File: src/inc/hsc_pkg.sv
// Package with constants and carrier types of the heatseal sequence control
package hsc_pkg;
	localparam int unsigned CLK_HZ      = 200_000_000;
	localparam int unsigned CYC_PER_MS  = CLK_HZ / 1000;
	localparam int unsigned T_CALSTEP_MS = 1000;
	localparam int unsigned T_UNTIMED_MS = 5000;
	localparam int unsigned T_REINIT_MS  = 500;
	localparam int unsigned T_CONTACT_MS = 50;
	localparam int unsigned T_HOLD_MS    = 2000;
	localparam int unsigned T_BLANK_MS   = 100;
	localparam int unsigned T_DEBOUNCE_MS = 1;
	localparam int unsigned T_UNIT_MS    = 10;
	localparam logic [3:0]  CAL_START    = 4'hD;
	localparam logic [15:0] MIN_SETPOINT = 16'h0028;
	localparam logic [29:0] COUNT_MAX    = 30'h3B9AC9FF;
	localparam logic [9:0]  ERR_101 = 10'h065;
	localparam logic [9:0]  ERR_103 = 10'h067;
	localparam logic [9:0]  ERR_104 = 10'h068;
	localparam logic [9:0]  ERR_105 = 10'h069;
	localparam logic [9:0]  ERR_111 = 10'h06F;
	localparam logic [9:0]  ERR_113 = 10'h071;
	localparam logic [9:0]  ERR_201 = 10'h0C9;
	localparam logic [9:0]  ERR_203 = 10'h0CB;
	localparam logic [9:0]  ERR_211 = 10'h0D3;
	localparam logic [9:0]  ERR_801 = 10'h321;
	localparam logic [9:0]  ERR_900 = 10'h384;
	localparam logic [9:0]  ERR_999 = 10'h3E7;
	localparam logic [7:0] REG_CTRL   = 8'h00;
	localparam logic [7:0] REG_SETPT  = 8'h04;
	localparam logic [7:0] REG_WINDOW = 8'h08;
	localparam logic [7:0] REG_TIMES  = 8'h0C;
	localparam logic [7:0] REG_COOL   = 8'h10;
	localparam logic [7:0] REG_STATUS = 8'h14;
	localparam logic [7:0] REG_COUNT  = 8'h18;
	localparam logic [7:0] REG_DISP   = 8'h1C;
	localparam int CTRL_TMODE  = 0;
	localparam int CTRL_HMODE  = 2;
	localparam int CTRL_MSTEP  = 4;
	localparam int CTRL_CAL    = 8;
	localparam int CTRL_CONFIRM = 9;
	localparam int TIMES_HEAT  = 16;
	localparam int WIN_UPPER   = 8;
	localparam logic [1:0] TMODE_OFF = 2'h0;
	localparam logic [1:0] HMODE_OFF = 2'h0;
	localparam logic [1:0] HMODE_ON  = 2'h1;
	localparam logic [1:0] HMODE_2S  = 2'h2;
	localparam logic [15:0] SETPT_RST = 16'h0000;
	localparam int NPINS = 6;
	typedef enum logic [2:0] {
		S_IDLE    = 3'b000,
		S_CAL     = 3'b001,
		S_UNTIMED = 3'b010,
		S_DELAY   = 3'b011,
		S_HEAT    = 3'b100,
		S_COOL    = 3'b101,
		S_INIT    = 3'b110,
		S_MANUAL  = 3'b111
	} hsc_state_type;
	typedef struct packed {
		logic loopContactor;
		logic manualHeatKey;
		logic releaseControlInput;
		logic calibrate;
		logic extReset;
		logic start;
	} hsc_pins_type;
	typedef struct packed {
		logic [15:0] actualTemp;
		logic [9:0]  errorCode;
		logic        alarmActive;
		logic        coolingFast;
	} hsc_meas_type;
	typedef struct packed {
		logic heatEnable;
		logic measureEnable;
		logic alarmRelay;
		logic alarmClear;
		logic tempOk;
		logic auxRelay;
		logic holdLamp;
		logic calibrating;
		logic contactorAlarm;
	} hsc_out_type;
endpackage

File: src/verilog/hsc_sequence_control.sv
// Sequencing logic of the heatseal controller with AHB-Lite register slave
`timescale 1ns/10ps
`default_nettype none
module hsc_sequence_control #(
	parameter int unsigned CALSTEP_CYC  = hsc_pkg::T_CALSTEP_MS * hsc_pkg::CYC_PER_MS,
	parameter int unsigned UNTIMED_CYC  = hsc_pkg::T_UNTIMED_MS * hsc_pkg::CYC_PER_MS,
	parameter int unsigned REINIT_CYC   = hsc_pkg::T_REINIT_MS * hsc_pkg::CYC_PER_MS,
	parameter int unsigned CONTACT_CYC  = hsc_pkg::T_CONTACT_MS * hsc_pkg::CYC_PER_MS,
	parameter int unsigned HOLD_CYC     = hsc_pkg::T_HOLD_MS * hsc_pkg::CYC_PER_MS,
	parameter int unsigned BLANK_CYC    = hsc_pkg::T_BLANK_MS * hsc_pkg::CYC_PER_MS,
	parameter int unsigned DEBOUNCE_CYC = hsc_pkg::T_DEBOUNCE_MS * hsc_pkg::CYC_PER_MS,
	parameter int unsigned UNIT_CYC     = hsc_pkg::T_UNIT_MS * hsc_pkg::CYC_PER_MS
) (
	input  wire logic                  clk,
	input  wire logic                  resetn,
	input  wire logic                  ce,
	input  wire logic                  hsel,
	input  wire logic [31:0]           haddr,
	input  wire logic [1:0]            htrans,
	input  wire logic                  hwrite,
	input  wire logic [2:0]            hsize,
	input  wire logic [31:0]           hwdata,
	input  wire logic                  hready,
	output logic                       hreadyout,
	output logic                       hresp,
	output logic [31:0]                hrdata,
	input  wire hsc_pkg::hsc_pins_type pins,
	input  wire hsc_pkg::hsc_meas_type meas,
	output hsc_pkg::hsc_out_type       status,
	output logic [15:0]                actualTempOut,
	output logic [15:0]                displayTemp,
	output logic [3:0]                 calCountdown
);
	hsc_pkg::hsc_state_type state;
	logic [hsc_pkg::NPINS-1:0] syncA, syncB, clean, cleanD;
	logic [31:0]  dbCnt [hsc_pkg::NPINS];
	logic [1:0]   timeMode, holdMode;
	logic         manualCycle;
	logic [15:0]  setPoint;
	logic [7:0]   lowerMargin, upperMargin;
	logic [9:0]   delayUnits, heatUnits, coolUnits;
	logic [29:0]  cycleCount;
	logic [31:0]  phaseCnt, stepCnt, contactCnt, holdCnt, blankCnt;
	logic         lockStart, lockRelease, warmMsg, errLock, everOk;
	logic         contactWatch, heldValid, blanking;
	logic [15:0]  heldTemp;
	logic         wrPend;
	logic [7:0]   wrAddr;
	logic         calWrite, confirmWrite;
	logic         startRise, calRise, manualRise, resetRise, resetFall;
	logic         calRequest, calBlocked, startAlarm, heatAllowed, heatNow, phaseEnd;
	logic [31:0]  delayCyc, heatCyc, coolCyc;
	logic [16:0]  winLow, winHigh;
	logic [15:0]  next_display;
	localparam hsc_pkg::hsc_state_type S_IDLE = hsc_pkg::S_IDLE, S_CAL = hsc_pkg::S_CAL,
		S_UNTIMED = hsc_pkg::S_UNTIMED, S_DELAY = hsc_pkg::S_DELAY, S_HEAT = hsc_pkg::S_HEAT,
		S_COOL = hsc_pkg::S_COOL, S_INIT = hsc_pkg::S_INIT, S_MANUAL = hsc_pkg::S_MANUAL;

	// Two-flop synchroniser and debounce per input
	generate
		for (genvar i = 0; i < hsc_pkg::NPINS; i++) begin : g_pin
			always_ff @(posedge clk or negedge resetn) begin
				if (!resetn) begin
					syncA[i] <= 1'b0;
					syncB[i] <= 1'b0;
					clean[i] <= 1'b0;
					dbCnt[i] <= 32'h00000000;
				end else if (ce) begin
					syncA[i] <= pins[i];
					syncB[i] <= syncA[i];
					if (syncB[i] == clean[i]) begin
						dbCnt[i] <= 32'h00000000;
					end else if (dbCnt[i] >= DEBOUNCE_CYC - 1) begin
						clean[i] <= syncB[i];
						dbCnt[i] <= 32'h00000000;
					end else begin
						dbCnt[i] <= dbCnt[i] + 32'h00000001;
					end
				end
			end
		end
	endgenerate

	always_ff @(posedge clk or negedge resetn) begin
		if (!resetn) begin
			cleanD <= '0;
		end else if (ce) begin
			cleanD <= clean;
		end
	end

	assign startRise  = clean[0] & ~cleanD[0];
	assign resetRise  = clean[1] & ~cleanD[1];
	assign resetFall  = ~clean[1] & cleanD[1];
	assign calRise    = clean[2] & ~cleanD[2];
	assign manualRise = clean[4] & ~cleanD[4];
	assign calRequest = calRise | calWrite;

	// Error classes that block calibration or start
	always_comb begin
		calBlocked = (meas.errorCode >= hsc_pkg::ERR_201 && meas.errorCode <= hsc_pkg::ERR_203)
			|| meas.errorCode == hsc_pkg::ERR_801
			|| (meas.errorCode >= hsc_pkg::ERR_900 && meas.errorCode <= hsc_pkg::ERR_999);
		if (!everOk && meas.errorCode >= hsc_pkg::ERR_101 && meas.errorCode <= hsc_pkg::ERR_103) begin
			calBlocked = 1'b1;
		end
		startAlarm = meas.alarmActive && ((meas.errorCode >= hsc_pkg::ERR_104
			&& meas.errorCode <= hsc_pkg::ERR_105)
			|| (meas.errorCode >= hsc_pkg::ERR_111 && meas.errorCode <= hsc_pkg::ERR_113)
			|| meas.errorCode == hsc_pkg::ERR_211);
	end

	assign heatAllowed = (setPoint > hsc_pkg::MIN_SETPOINT) && !startAlarm;
	assign delayCyc = 32'(delayUnits) * UNIT_CYC;
	assign heatCyc  = 32'(heatUnits) * UNIT_CYC;
	assign coolCyc  = 32'(coolUnits) * UNIT_CYC;
	assign phaseEnd = (state == S_HEAT && phaseCnt >= heatCyc)
		|| (state == S_UNTIMED && !clean[0]);

	// Sequence state machine
	always_ff @(posedge clk or negedge resetn) begin
		if (!resetn) begin
			state <= S_INIT;
			phaseCnt <= 32'h00000000;
			stepCnt <= 32'h00000000;
			calCountdown <= 4'h0;
		end else if (ce) begin
			phaseCnt <= phaseCnt + 32'h00000001;
			if (clean[1] && state != S_CAL) begin
				state <= S_INIT;
				phaseCnt <= 32'h00000000;
			end else begin
				case (state)
					S_INIT: begin
						if (phaseCnt >= REINIT_CYC - 1) begin
							state <= S_IDLE;
						end
					end
					S_IDLE: begin
						phaseCnt <= 32'h00000000;
						if (calRequest && !clean[0] && !clean[3] && !meas.coolingFast
							&& !calBlocked) begin
							state <= S_CAL;
							calCountdown <= hsc_pkg::CAL_START;
							stepCnt <= 32'h00000000;
						end else if (startRise && heatAllowed) begin
							if (timeMode == hsc_pkg::TMODE_OFF) begin
								state <= S_UNTIMED;
							end else if (delayUnits == 10'h000) begin
								state <= S_HEAT;
							end else begin
								state <= S_DELAY;
							end
						end else if (manualRise && heatAllowed) begin
							state <= manualCycle ? S_DELAY : S_MANUAL;
						end
					end
					S_CAL: begin
						stepCnt <= stepCnt + 32'h00000001;
						if (stepCnt >= CALSTEP_CYC - 1) begin
							stepCnt <= 32'h00000000;
							if (calCountdown == 4'h0) begin
								state <= S_IDLE;
							end else begin
								calCountdown <= calCountdown - 4'h1;
							end
						end
					end
					S_UNTIMED: begin
						if (!clean[0]) begin
							state <= S_IDLE;
						end
					end
					S_MANUAL: begin
						if (!clean[4]) begin
							state <= S_IDLE;
						end
					end
					S_DELAY: begin
						if (phaseCnt >= delayCyc) begin
							state <= S_HEAT;
							phaseCnt <= 32'h00000000;
						end
					end
					S_HEAT: begin
						if (phaseCnt >= heatCyc) begin
							state <= S_COOL;
							phaseCnt <= 32'h00000000;
						end
					end
					S_COOL: begin
						if (phaseCnt >= coolCyc) begin
							state <= S_IDLE;
						end
					end
					default: state <= S_IDLE;
				endcase
			end
		end
	end

	// Heating cut after the continuous limit in untimed and manual heating
	assign heatNow = (state == S_HEAT)
		|| ((state == S_UNTIMED || state == S_MANUAL) && phaseCnt < UNTIMED_CYC);

	// Calibration lockout messages and power-up history
	always_ff @(posedge clk or negedge resetn) begin
		if (!resetn) begin
			lockStart <= 1'b0;
			lockRelease <= 1'b0;
			warmMsg <= 1'b0;
			errLock <= 1'b0;
			everOk <= 1'b0;
		end else if (ce) begin
			if (calRequest && state == S_IDLE) begin
				lockStart <= clean[0];
				lockRelease <= clean[3];
				warmMsg <= meas.coolingFast;
				errLock <= calBlocked;
			end
			if (state == S_COOL && phaseCnt >= coolCyc) begin
				everOk <= 1'b1;
			end else if (state == S_UNTIMED && !clean[0]) begin
				everOk <= 1'b1;
			end
		end
	end

	// Cycle counter, a confirm in the same cycle as a count restarts it at 1
	always_ff @(posedge clk or negedge resetn) begin
		if (!resetn) begin
			cycleCount <= 30'h00000000;
		end else if (ce) begin
			if (startRise && state != S_CAL) begin
				if (confirmWrite || cycleCount >= hsc_pkg::COUNT_MAX) begin
					cycleCount <= 30'h00000001;
				end else begin
					cycleCount <= cycleCount + 30'h00000001;
				end
			end else if (confirmWrite) begin
				cycleCount <= 30'h00000000;
			end
		end
	end

	// Loop contactor watch after reset release
	always_ff @(posedge clk or negedge resetn) begin
		if (!resetn) begin
			contactWatch <= 1'b0;
			contactCnt <= 32'h00000000;
			status.contactorAlarm <= 1'b0;
		end else if (ce) begin
			if (resetRise) begin
				status.contactorAlarm <= 1'b0;
				contactWatch <= 1'b0;
			end else if (resetFall) begin
				contactWatch <= 1'b1;
				contactCnt <= 32'h00000000;
			end else if (contactWatch) begin
				contactCnt <= contactCnt + 32'h00000001;
				if (clean[5]) begin
					contactWatch <= 1'b0;
				end else if (contactCnt >= CONTACT_CYC - 1) begin
					contactWatch <= 1'b0;
					status.contactorAlarm <= 1'b1;
				end
			end
		end
	end

	// Hold value, timed hold and lamp blanking
	always_ff @(posedge clk or negedge resetn) begin
		if (!resetn) begin
			heldValid <= 1'b0;
			heldTemp <= 16'h0000;
			holdCnt <= 32'h00000000;
			blankCnt <= 32'h00000000;
			blanking <= 1'b0;
		end else if (ce) begin
			if (holdCnt != 32'h00000000) begin
				holdCnt <= holdCnt - 32'h00000001;
			end
			if (blankCnt != 32'h00000000) begin
				blankCnt <= blankCnt - 32'h00000001;
			end else begin
				blanking <= 1'b0;
			end
			if (phaseEnd) begin
				heldValid <= 1'b1;
				heldTemp <= meas.actualTemp;
				holdCnt <= HOLD_CYC;
				blanking <= 1'b1;
				blankCnt <= BLANK_CYC - 1;
			end
		end
	end

	always_comb begin
		next_display = meas.actualTemp;
		if (heldValid && (holdMode == hsc_pkg::HMODE_ON
			|| (holdMode == hsc_pkg::HMODE_2S && holdCnt != 32'h00000000))) begin
			next_display = heldTemp;
		end
	end

	assign winLow  = {1'b0, setPoint} - {9'h000, lowerMargin};
	assign winHigh = {1'b0, setPoint} + {9'h000, upperMargin};

	// Registered outputs
	always_ff @(posedge clk or negedge resetn) begin
		if (!resetn) begin
			status.heatEnable <= 1'b0;
			status.measureEnable <= 1'b0;
			status.alarmRelay <= 1'b0;
			status.alarmClear <= 1'b0;
			status.tempOk <= 1'b0;
			status.auxRelay <= 1'b0;
			status.holdLamp <= 1'b0;
			status.calibrating <= 1'b0;
			actualTempOut <= 16'h0000;
			displayTemp <= 16'h0000;
		end else if (ce) begin
			status.heatEnable <= heatNow && state != S_CAL;
			status.measureEnable <= !clean[1] || state == S_CAL;
			status.alarmClear <= resetRise;
			if (resetRise) begin
				status.alarmRelay <= 1'b0;
			end else if (startRise && startAlarm && state != S_CAL) begin
				status.alarmRelay <= 1'b1;
			end
			status.tempOk <= !meas.alarmActive && ({1'b0, meas.actualTemp} >= winLow)
				&& ({1'b0, meas.actualTemp} <= winHigh);
			status.auxRelay <= state == S_DELAY || state == S_HEAT || state == S_COOL;
			status.holdLamp <= heldValid && (holdMode == hsc_pkg::HMODE_ON
				|| (holdMode == hsc_pkg::HMODE_2S && holdCnt != 32'h00000000))
				&& !blanking;
			status.calibrating <= state == S_CAL;
			actualTempOut <= (state == S_CAL) ? 16'h0000 : meas.actualTemp;
			displayTemp <= next_display;
		end
	end

	// AHB-Lite slave, zero wait states
	assign hreadyout = 1'b1;
	assign hresp = 1'b0;
	assign calWrite = wrPend && wrAddr == hsc_pkg::REG_CTRL && hwdata[hsc_pkg::CTRL_CAL];
	assign confirmWrite = wrPend && wrAddr == hsc_pkg::REG_CTRL && hwdata[hsc_pkg::CTRL_CONFIRM];

	always_ff @(posedge clk or negedge resetn) begin
		if (!resetn) begin
			wrPend <= 1'b0;
			wrAddr <= 8'h00;
			hrdata <= 32'h00000000;
		end else if (ce && hready) begin
			wrPend <= hsel && htrans[1] && hwrite;
			wrAddr <= haddr[7:0];
			hrdata <= 32'h00000000;
			if (hsel && htrans[1] && !hwrite) begin
				case (haddr[7:0])
					hsc_pkg::REG_CTRL:   hrdata <= {27'h0000000, manualCycle, holdMode, timeMode};
					hsc_pkg::REG_SETPT:  hrdata <= {16'h0000, setPoint};
					hsc_pkg::REG_WINDOW: hrdata <= {16'h0000, upperMargin, lowerMargin};
					hsc_pkg::REG_TIMES:  hrdata <= {6'h00, heatUnits, 6'h00, delayUnits};
					hsc_pkg::REG_COOL:   hrdata <= {22'h000000, coolUnits};
					hsc_pkg::REG_STATUS: hrdata <= {16'h0000, status.contactorAlarm,
						everOk, errLock, warmMsg, lockRelease, lockStart, 3'(state), calCountdown,
						1'b0, status.heatEnable, status.tempOk};
					hsc_pkg::REG_COUNT:  hrdata <= {2'h0, cycleCount};
					hsc_pkg::REG_DISP:   hrdata <= {15'h0000, status.holdLamp, displayTemp};
					default:             hrdata <= 32'h00000000;
				endcase
			end
		end
	end

	always_ff @(posedge clk or negedge resetn) begin
		if (!resetn) begin
			timeMode <= hsc_pkg::TMODE_OFF;
			holdMode <= hsc_pkg::HMODE_OFF;
			manualCycle <= 1'b0;
			setPoint <= hsc_pkg::SETPT_RST;
			lowerMargin <= 8'h00;
			upperMargin <= 8'h00;
			delayUnits <= 10'h000;
			heatUnits <= 10'h000;
			coolUnits <= 10'h000;
		end else if (ce && wrPend) begin
			case (wrAddr)
				hsc_pkg::REG_CTRL: begin
					timeMode <= hwdata[hsc_pkg::CTRL_TMODE +: 2];
					holdMode <= hwdata[hsc_pkg::CTRL_HMODE +: 2];
					manualCycle <= hwdata[hsc_pkg::CTRL_MSTEP];
				end
				hsc_pkg::REG_SETPT: setPoint <= hwdata[15:0];
				hsc_pkg::REG_WINDOW: begin
					lowerMargin <= hwdata[7:0];
					upperMargin <= hwdata[hsc_pkg::WIN_UPPER +: 8];
				end
				hsc_pkg::REG_TIMES: begin
					delayUnits <= hwdata[9:0];
					heatUnits <= hwdata[hsc_pkg::TIMES_HEAT +: 10];
				end
				hsc_pkg::REG_COOL: coolUnits <= hwdata[9:0];
				default: ;
			endcase
		end
	end
endmodule // hsc_sequence_control
`default_nettype wire

File: config.mk
export PLATFORM = sky130hd
export DESIGN_NAME = hsc_sequence_control
export DESIGN_NICKNAME = d
export VERILOG_FILES = /design/src/inc/hsc_pkg.sv /design/src/verilog/hsc_sequence_control.sv
export SDC_FILE = /design/constraint.sdc
export NUM_CORES = 2
export LEC_CHECK = 0
export ABC_CLOCK_PERIOD_IN_PS = 12120
export BUFFER_PORTS_ARGS = -buffer_cell sky130_fd_sc_hd__buf_4
export CORE_ASPECT_RATIO = 0.5
export CORE_MARGIN = 4
export CORE_UTILIZATION = 40
export DETAILED_ROUTE_END_ITERATION = 10
export GPL_TIMING_DRIVEN = 0
export SLEW_MARGIN = 20
export SYNTH_ARGS = -nofsm -noshare
export SYNTH_HDL_FRONTEND = slang
export SYNTH_SLANG_ARGS = --single-unit
File: constraint.sdc
create_clock -name clk -period 12.12 [get_ports clk]
set_clock_uncertainty 0.05 [all_clocks]
set_input_delay 2.424 -clock clk [delete_from_list [all_inputs] [get_ports clk]]
set_output_delay 2.424 -clock clk [all_outputs]
set_load 0.03 [all_outputs]
; ---- Word level (Yosys, flattened, before mapping)
; Cells that the tools add are included.
[totals]
ff_bits = 585
latch_bits = 0
ramBits = 0
romBits = 0
mem_count = 0
[classes]
n_addsub = 15
n_mul = 3
div = 0
order_cmp = 27
n_eq_ne = 44
shift = 0
mux = 69
n_bitwise = 19
n_reduce_logical = 100
[ops]
columns = operator, count
row1 = two-way mux 32 bit, 23
row2 = "adder 32 x 1 -> 32 bit, second input constant", 9
row3 = one-hot mux 30 bit (8 select lines), 1
row4 = "greater-or-equal comparator 32 x 18 -> 1 bit, second input constant", 6
row5 = two-way mux 30 bit, 4
row6 = greater-or-equal comparator 32 x 31 -> 1 bit, 3
row7 = one-hot mux 32 bit (3 select lines), 1
row8 = "multiplier 10 x 14 -> 24 bit, second input constant", 3
row9 = one-hot mux 32 bit (2 select lines), 1
row10 = nonzero test 32 bit, 2
row11 = "subtractor 32 x 1 -> 32 bit, second input constant", 2
row12 = two-way mux 3 bit, 15
row13 = "equality test 8 x 5 -> 1 bit, second input constant", 5
row14 = logical AND 1 bit, 37
row15 = "equality test 8 x 4 -> 1 bit, second input constant", 4
row16 = "greater-or-equal comparator 32 x 24 -> 1 bit, second input constant", 1
row17 = "greater-or-equal comparator 32 x 27 -> 1 bit, second input constant", 1
row18 = "greater-or-equal comparator 32 x 28 -> 1 bit, second input constant", 1
row19 = "less-than comparator 32 x 30 -> 1 bit, second input constant", 1
row20 = two-way mux 16 bit, 2
row21 = "adder 30 x 1 -> 30 bit, second input constant", 1
row22 = "greater-or-equal comparator 10 x 7 -> 1 bit, second input constant", 3
row23 = "greater-or-equal comparator 30 bit, second input constant", 1
row24 = "<= comparator 10 x 7 -> 1 bit, second input constant", 3
row25 = other kinds (46), 147

; ---- Logic depth before layout (Yosys ltp)
[depth]
depth_word = 13
mapped_depth = 30
mapped_depth_nobuf = 27

; ---- Least setup slack after synthesis
; OpenSTA, ideal clock, no wires.
[synth_path]
kind = register to register
from = reg heatUnits[3]
to = reg heldTemp[14]
setup_time_ps = 127
arrival_ps = 6473
setup_slack_ps = 5470
path_stages_with_launch = 28
synth_period_minus_slack_ps = 6650
cell_sequence = dfrtp_1 inv_1 fa_1 inv_1 ha_1 fa_1 inv_1 fa_1 inv_1 fa_1 ha_1 nand2_1 a2bb2oi_1 o21ai_0 a2111o_1 a31o_2 a21oi_1 xnor2_1 ha_1 a211o_1 a31oi_1 o21ai_0 nor2_1 o22ai_2 and2_1 buf_4 buf_4 mux2_1
[synth_via]
elab_chain_cells = 5
[synth_lines]
columns = element, line
row1 = start: declaration, hsc_sequence_control.sv:41  ; logic [9:0] delayUnits, heatUnits, coolUnits;
row2 = start signal: assignment, hsc_sequence_control.sv:401  ; heatUnits <= hwdata[hsc_pkg::TIMES_HEAT +: 10];
row3 = multiplier 10 x 14 -> 24 bit, hsc_sequence_control.sv:115  ; assign heatCyc = 32'(heatUnits) * UNIT_CYC;
row4 = greater-or-equal comparator 32 x 31 -> 1 bit, hsc_sequence_control.sv:117  ; assign phaseEnd = (state == S_HEAT && phaseCnt >= heatCyc)
row5 = logical AND 1 bit, hsc_sequence_control.sv:117
row6 = logical OR 1 bit, hsc_sequence_control.sv:118  ; || (state == S_UNTIMED && !clean[0]);
row7 = AND reduction 2 bit (no line), n/a
row8 = end signal: assignment, hsc_sequence_control.sv:290  ; heldTemp <= meas.actualTemp;
row9 = end: declaration, hsc_sequence_control.sv:46  ; logic [15:0] heldTemp;
; No other way between the ends.
; A chain may end at the register's enable or synchronous reset.

; ---- Worst setup path in the final report
[layout_path]
from = reg heatUnits[1]
to = reg blankCnt[21]
[layout_via]
elab_chain_cells = 6
elab_cells_between_ends = 7
[layout_lines]
columns = element, line
row1 = multiplier 10 x 14 -> 24 bit (*), hsc_sequence_control.sv:115
row2 = greater-or-equal comparator 32 x 31 -> 1 bit (*), hsc_sequence_control.sv:117
row3 = logical AND 1 bit (*), hsc_sequence_control.sv:117
row4 = logical OR 1 bit (*), hsc_sequence_control.sv:118
row5 = nonzero test 2 bit (no line), n/a
row6 = AND reduction 2 bit (no line), n/a
row7 = end signal: assignment, hsc_sequence_control.sv:284  ; blankCnt <= blankCnt - 32'h00000001;
row8 = end signal: assignment, hsc_sequence_control.sv:293  ; blankCnt <= BLANK_CYC - 1;
row9 = end: declaration, hsc_sequence_control.sv:43  ; logic [31:0] phaseCnt, stepCnt, contactCnt, holdCnt, blankCnt;
; Every way passes the cells marked *; elsewhere a longest branch is shown, timed or not.

==> results.md <==
* Global-route layer with the greatest usage: met2
* Overall track demand over capacity in global routing at 0.2122
* Unrepaired setup endpoints after global routing: no
* Finish-stage setup viols at 0
* Wire length of the first global-routing pass at ~170 mm
* Via density at between 5 and 6
* Post-synthesis mux area share at 0.04254
* Initial antenna violation count at 3
* Synth Area in Compound Gates at 0.1441
* Pin count of the biggest net entering global routing at 97
* Average cell area after synthesis at slightly below 10 um2
* Area growth from synthesis to layout at 12.92%
* Fin cells at between 5000 and 6000
* Highest-delay cell along the critical path: dfrtp_1
* Simple-gate share of the synthesized area at 0.1746
* Worst EP required at around 13 ns
* DRC violation count after routing at 0
* Switching power of the nets at around 1.6 mW
* Total grt overflow at 0
* Flop-to-flop setup slack at 3.45 ns
* Source-to-sink clock delay at the later pin of the worst-skew pair at between 0.6 and 0.7 ns
* Portion of the post-synthesis area used by sequential elements at 0.3912
* Number of detailed-routing iterations run before antenna repair at 6
* Setup TNS at 0 ns
* Share of cells above drive strength 1 at 0.1009
* Clock tree from TritonCTS: yes
* Seq cells post-synth at about 580
* Via count of the first global-routing pass at between 20000 and 30000
* Fill cell total of the finished layout at ~8700
* Root Buffer: clkbuf_16
* Gate count after technology mapping at slightly below 4000
* Type of origin of the critical path: flop
* Measured slew at the worst slew-check pin at between 1 and 1.5 ns
* # clock sinks at a little under 600
* Switching share of total power at 0.3169
* Post-synth cell types at 84
* Ranking of synthesized cells by area: dfrtp_1 39%, ha_1 12%, fa_1 4.1%
* Detailed Place HPWL at approximately 79 mm
* Slew headroom at 0.1712
* Post-synthesis xor/xnor area fraction at 0.04493
* Final core utilization at 0.4598
* Lkg Pwr at between 15 and 20 nW
* Total length of routed wires at about 110 mm
* Number of I/O port buffers at about 150
* Internal power of the cells at 3.542 mW
* RePlAce Congestion at a little over 0.9
* Total power consumption of the routed design at 5.185 mW
* Leading cell type in the layout, fill and taps excluded: dfrtp_1
* Sequential power share at 0.428
* Final critical-path share of the clock period at 0.7151
* Number of nets at the end of the flow at ~4600
* Final hold slack at a little over 0.4 ns
* Final min period at 8.668 ns
* Largest family of logic cells by synthesized area: simple AND/OR/NAND/NOR gates
* CTS H-tree depth at 2
* Full die area at slightly below 0.1 mm2
* Resized Gates After CTS at 0
* CTS Buf Count at 56
* Average wire per cell in the routed design at 19.67 um
* Setup Crit Path Kind: reg -> reg
* Die outline width at between 400 and 500 um
* Post-Synth Adder-Cell Area at 0.1610
* CTS max path bufs at 3
* Peak per-stage delay on the critical path at a little under 0.7 ns
* Warning count from the yosys run at 0
* Met1 track demand over resource in global routing at 0.2999
* Data arrival time of the critical path at a little over 9 ns
* Most frequent cells in the layout: 580 x dfrtp_1, 356 x ha_1, 316 x nand2_1, 269 x o21ai_0, 268 x nor2_1
* Synth top area share at 0.3898
* Status: finished, final reports clean
* Starting Density at 0.4072
* Post-CTS setup buffers at 0
* Count of boundary I/O pins at between 150 and 200
* Initial DRC Count at about 2400
* ANT nets after route at 0
* Fraction of met3 tracks used by global routing at 0.02973
* Maximum resistive drop on vdd at between 0.1 and 0.15 mV
* Number of placement rows at between 70 and 80
* Comb power frac at 0.209
* Max-slew violation total from the final report at 0
* DP Cell Count at around 5300
* Post-synth EDFFs at 0
* Most used flip-flop cell after synthesis: dfrtp_1
* Worst hold path type: reg -> reg
* Clock slew at the register clock pins of the worst setup and hold paths at around 0.060 ns
* Final Hold Fails at 0
* F_max at 115.4 MHz
* Proportion of synthesized flip-flops having asynchronous set or reset at 1.000
* Number of vias after detailed routing at between 30000 and 40000
* Core area at 0.09145 mm2
* Nature of the critical path endpoint: flop
* Max_cap viols at 0
* Cell area power density at between 100 and 150 mW/mm2
* Clk pwr share at 0.364
* Post-synthesis instance area at 0.03724 mm2
* Met2 demand-to-capacity share in global routing at 0.3366
* CTS hold repair buffers at 0
* Leading area contributor after synthesis: dfrtp_1
* Peak fanout along the critical path at 10
* Height of the die at between 200 and 250 um
==> synthesized netlist by cell type (11+ instances only) <==
cell type / count
or3_1: 27
a41oi_1: 14
o211ai_1: 26
nor4_1: 62
nand4_1: 61
dfrtp_1: 580
clkbuf_1: 119
mux2i_1: 30
ha_1: 356
a22oi_1: 41
and3_1: 91
nor3_1: 74
a222oi_1: 13
and2_1: 16
a21oi_1: 135
o21ai_0: 270
fa_1: 77
xor2_1: 90
a21o_1: 34
nor2_1: 268
o21a_1: 18
a22o_1: 25
mux2_2: 112
a311o_1: 11
nand3_1: 128
o2bb2ai_1: 24
o31ai_1: 67
nand2_1: 316
nand2b_1: 40
o41ai_1: 23
buf_4: 11
xnor2_1: 101
inv_1: 255
or2_2: 22
a31oi_1: 26
or4_1: 15
nor2b_1: 124
a211oi_1: 14
==> sequential cells by signal, indices dropped and copies added, names as in the netlist, 30 cells and up <==
register    count
blankCnt       32
contactCnt     32
cycleCount     30
dbCnt         192
holdCnt        32
hrdata         30
phaseCnt       32
stepCnt        32
==> stage by stage <==
step / setup WS, ns / area, um2
4_1_cts: 3.613 / 42040
3_3_place_gp: 1.970 / 39890
2_1_floorplan: 5.470 / 37240
5_1_grt: 3.058 / 42050
6_report: 3.452 / 42050
3_5_place_dp: 3.659 / 40090
==> power groups by stage <==
stage	Clock, mW	Combinational, mW	Sequential, mW
after floorplan	0	0.645	2.26
after global placement	0	1.04	2.24
after detailed placement	0	1.08	2.25
after CTS	1.93	1.08	2.22
after global routing	2.01	1.20	2.23
final	1.89	1.08	2.22
==> final timing paths <==
check,to,cells after the start,start
setup / recovery,blankCnt[21],27,heatUnits[1]
setup reg to reg,blankCnt[21],27,heatUnits[1]
min in group asynchronous,dbCnt[149],1,resetn
hold reg to reg,status[2],1,blanking
max in group asynchronous,heatUnits[3],3,resetn
hold / removal,status[2],1,blanking
==> layout make-up <==
| type | instances | area (um2) | share of cell area |
|---|---|---|---|
| Sequential cell | 582 | 14570 | 0.3464 |
| Inverter | 256 | 960.9 | 0.02285 |
| Timing Repair Buffer | 152 | 1269 | 0.03017 |
| Clock inverter | 23 | 316.6 | 0.007528 |
| Tap cell | 1240 | 1551 | 0.03690 |
| Clock buffer | 79 | 1638 | 0.03895 |
| Antenna cell | 1 | 2.502 | 0.00005951 |
| Multi-Input combinational cell | 2883 | 21160 | 0.5033 |
| Buffer | 140 | 581.8 | 0.01384 |
==> worst max-delay path, delay by kind of cell (launching register included) <==
family | cells | cell delay (ns)
compound gates | 7 | 2.34
xor+xnor | 1 | 0.10
fa+ha+maj | 7 | 3.04
buf+inv | 6 | 1.08
flops | 1 | 0.69
simple gates | 6 | 1.27
==> cell families after synthesis <==
family,count (synthesis)
flip-flops,582
multiplexers,144
adder cells (fa/ha/maj),433
AND/OR/NAND/NOR,1294
other,2
buffers and inverters,396
XOR/XNOR,191
AO/OA/AOI/OAI,817
==> layer usage <==
| layer | routed length, um | vias to the layer above |
|---|---|---|
| li1 | - | 14260 |
| met1 | 48750 | 14880 |
| met2 | 47190 | 706 |
| met3 | 5595 | 163 |
| met4 | 3776 | 2 |
| met5 | 13 | - |
(Power assumes the default switching activity.)
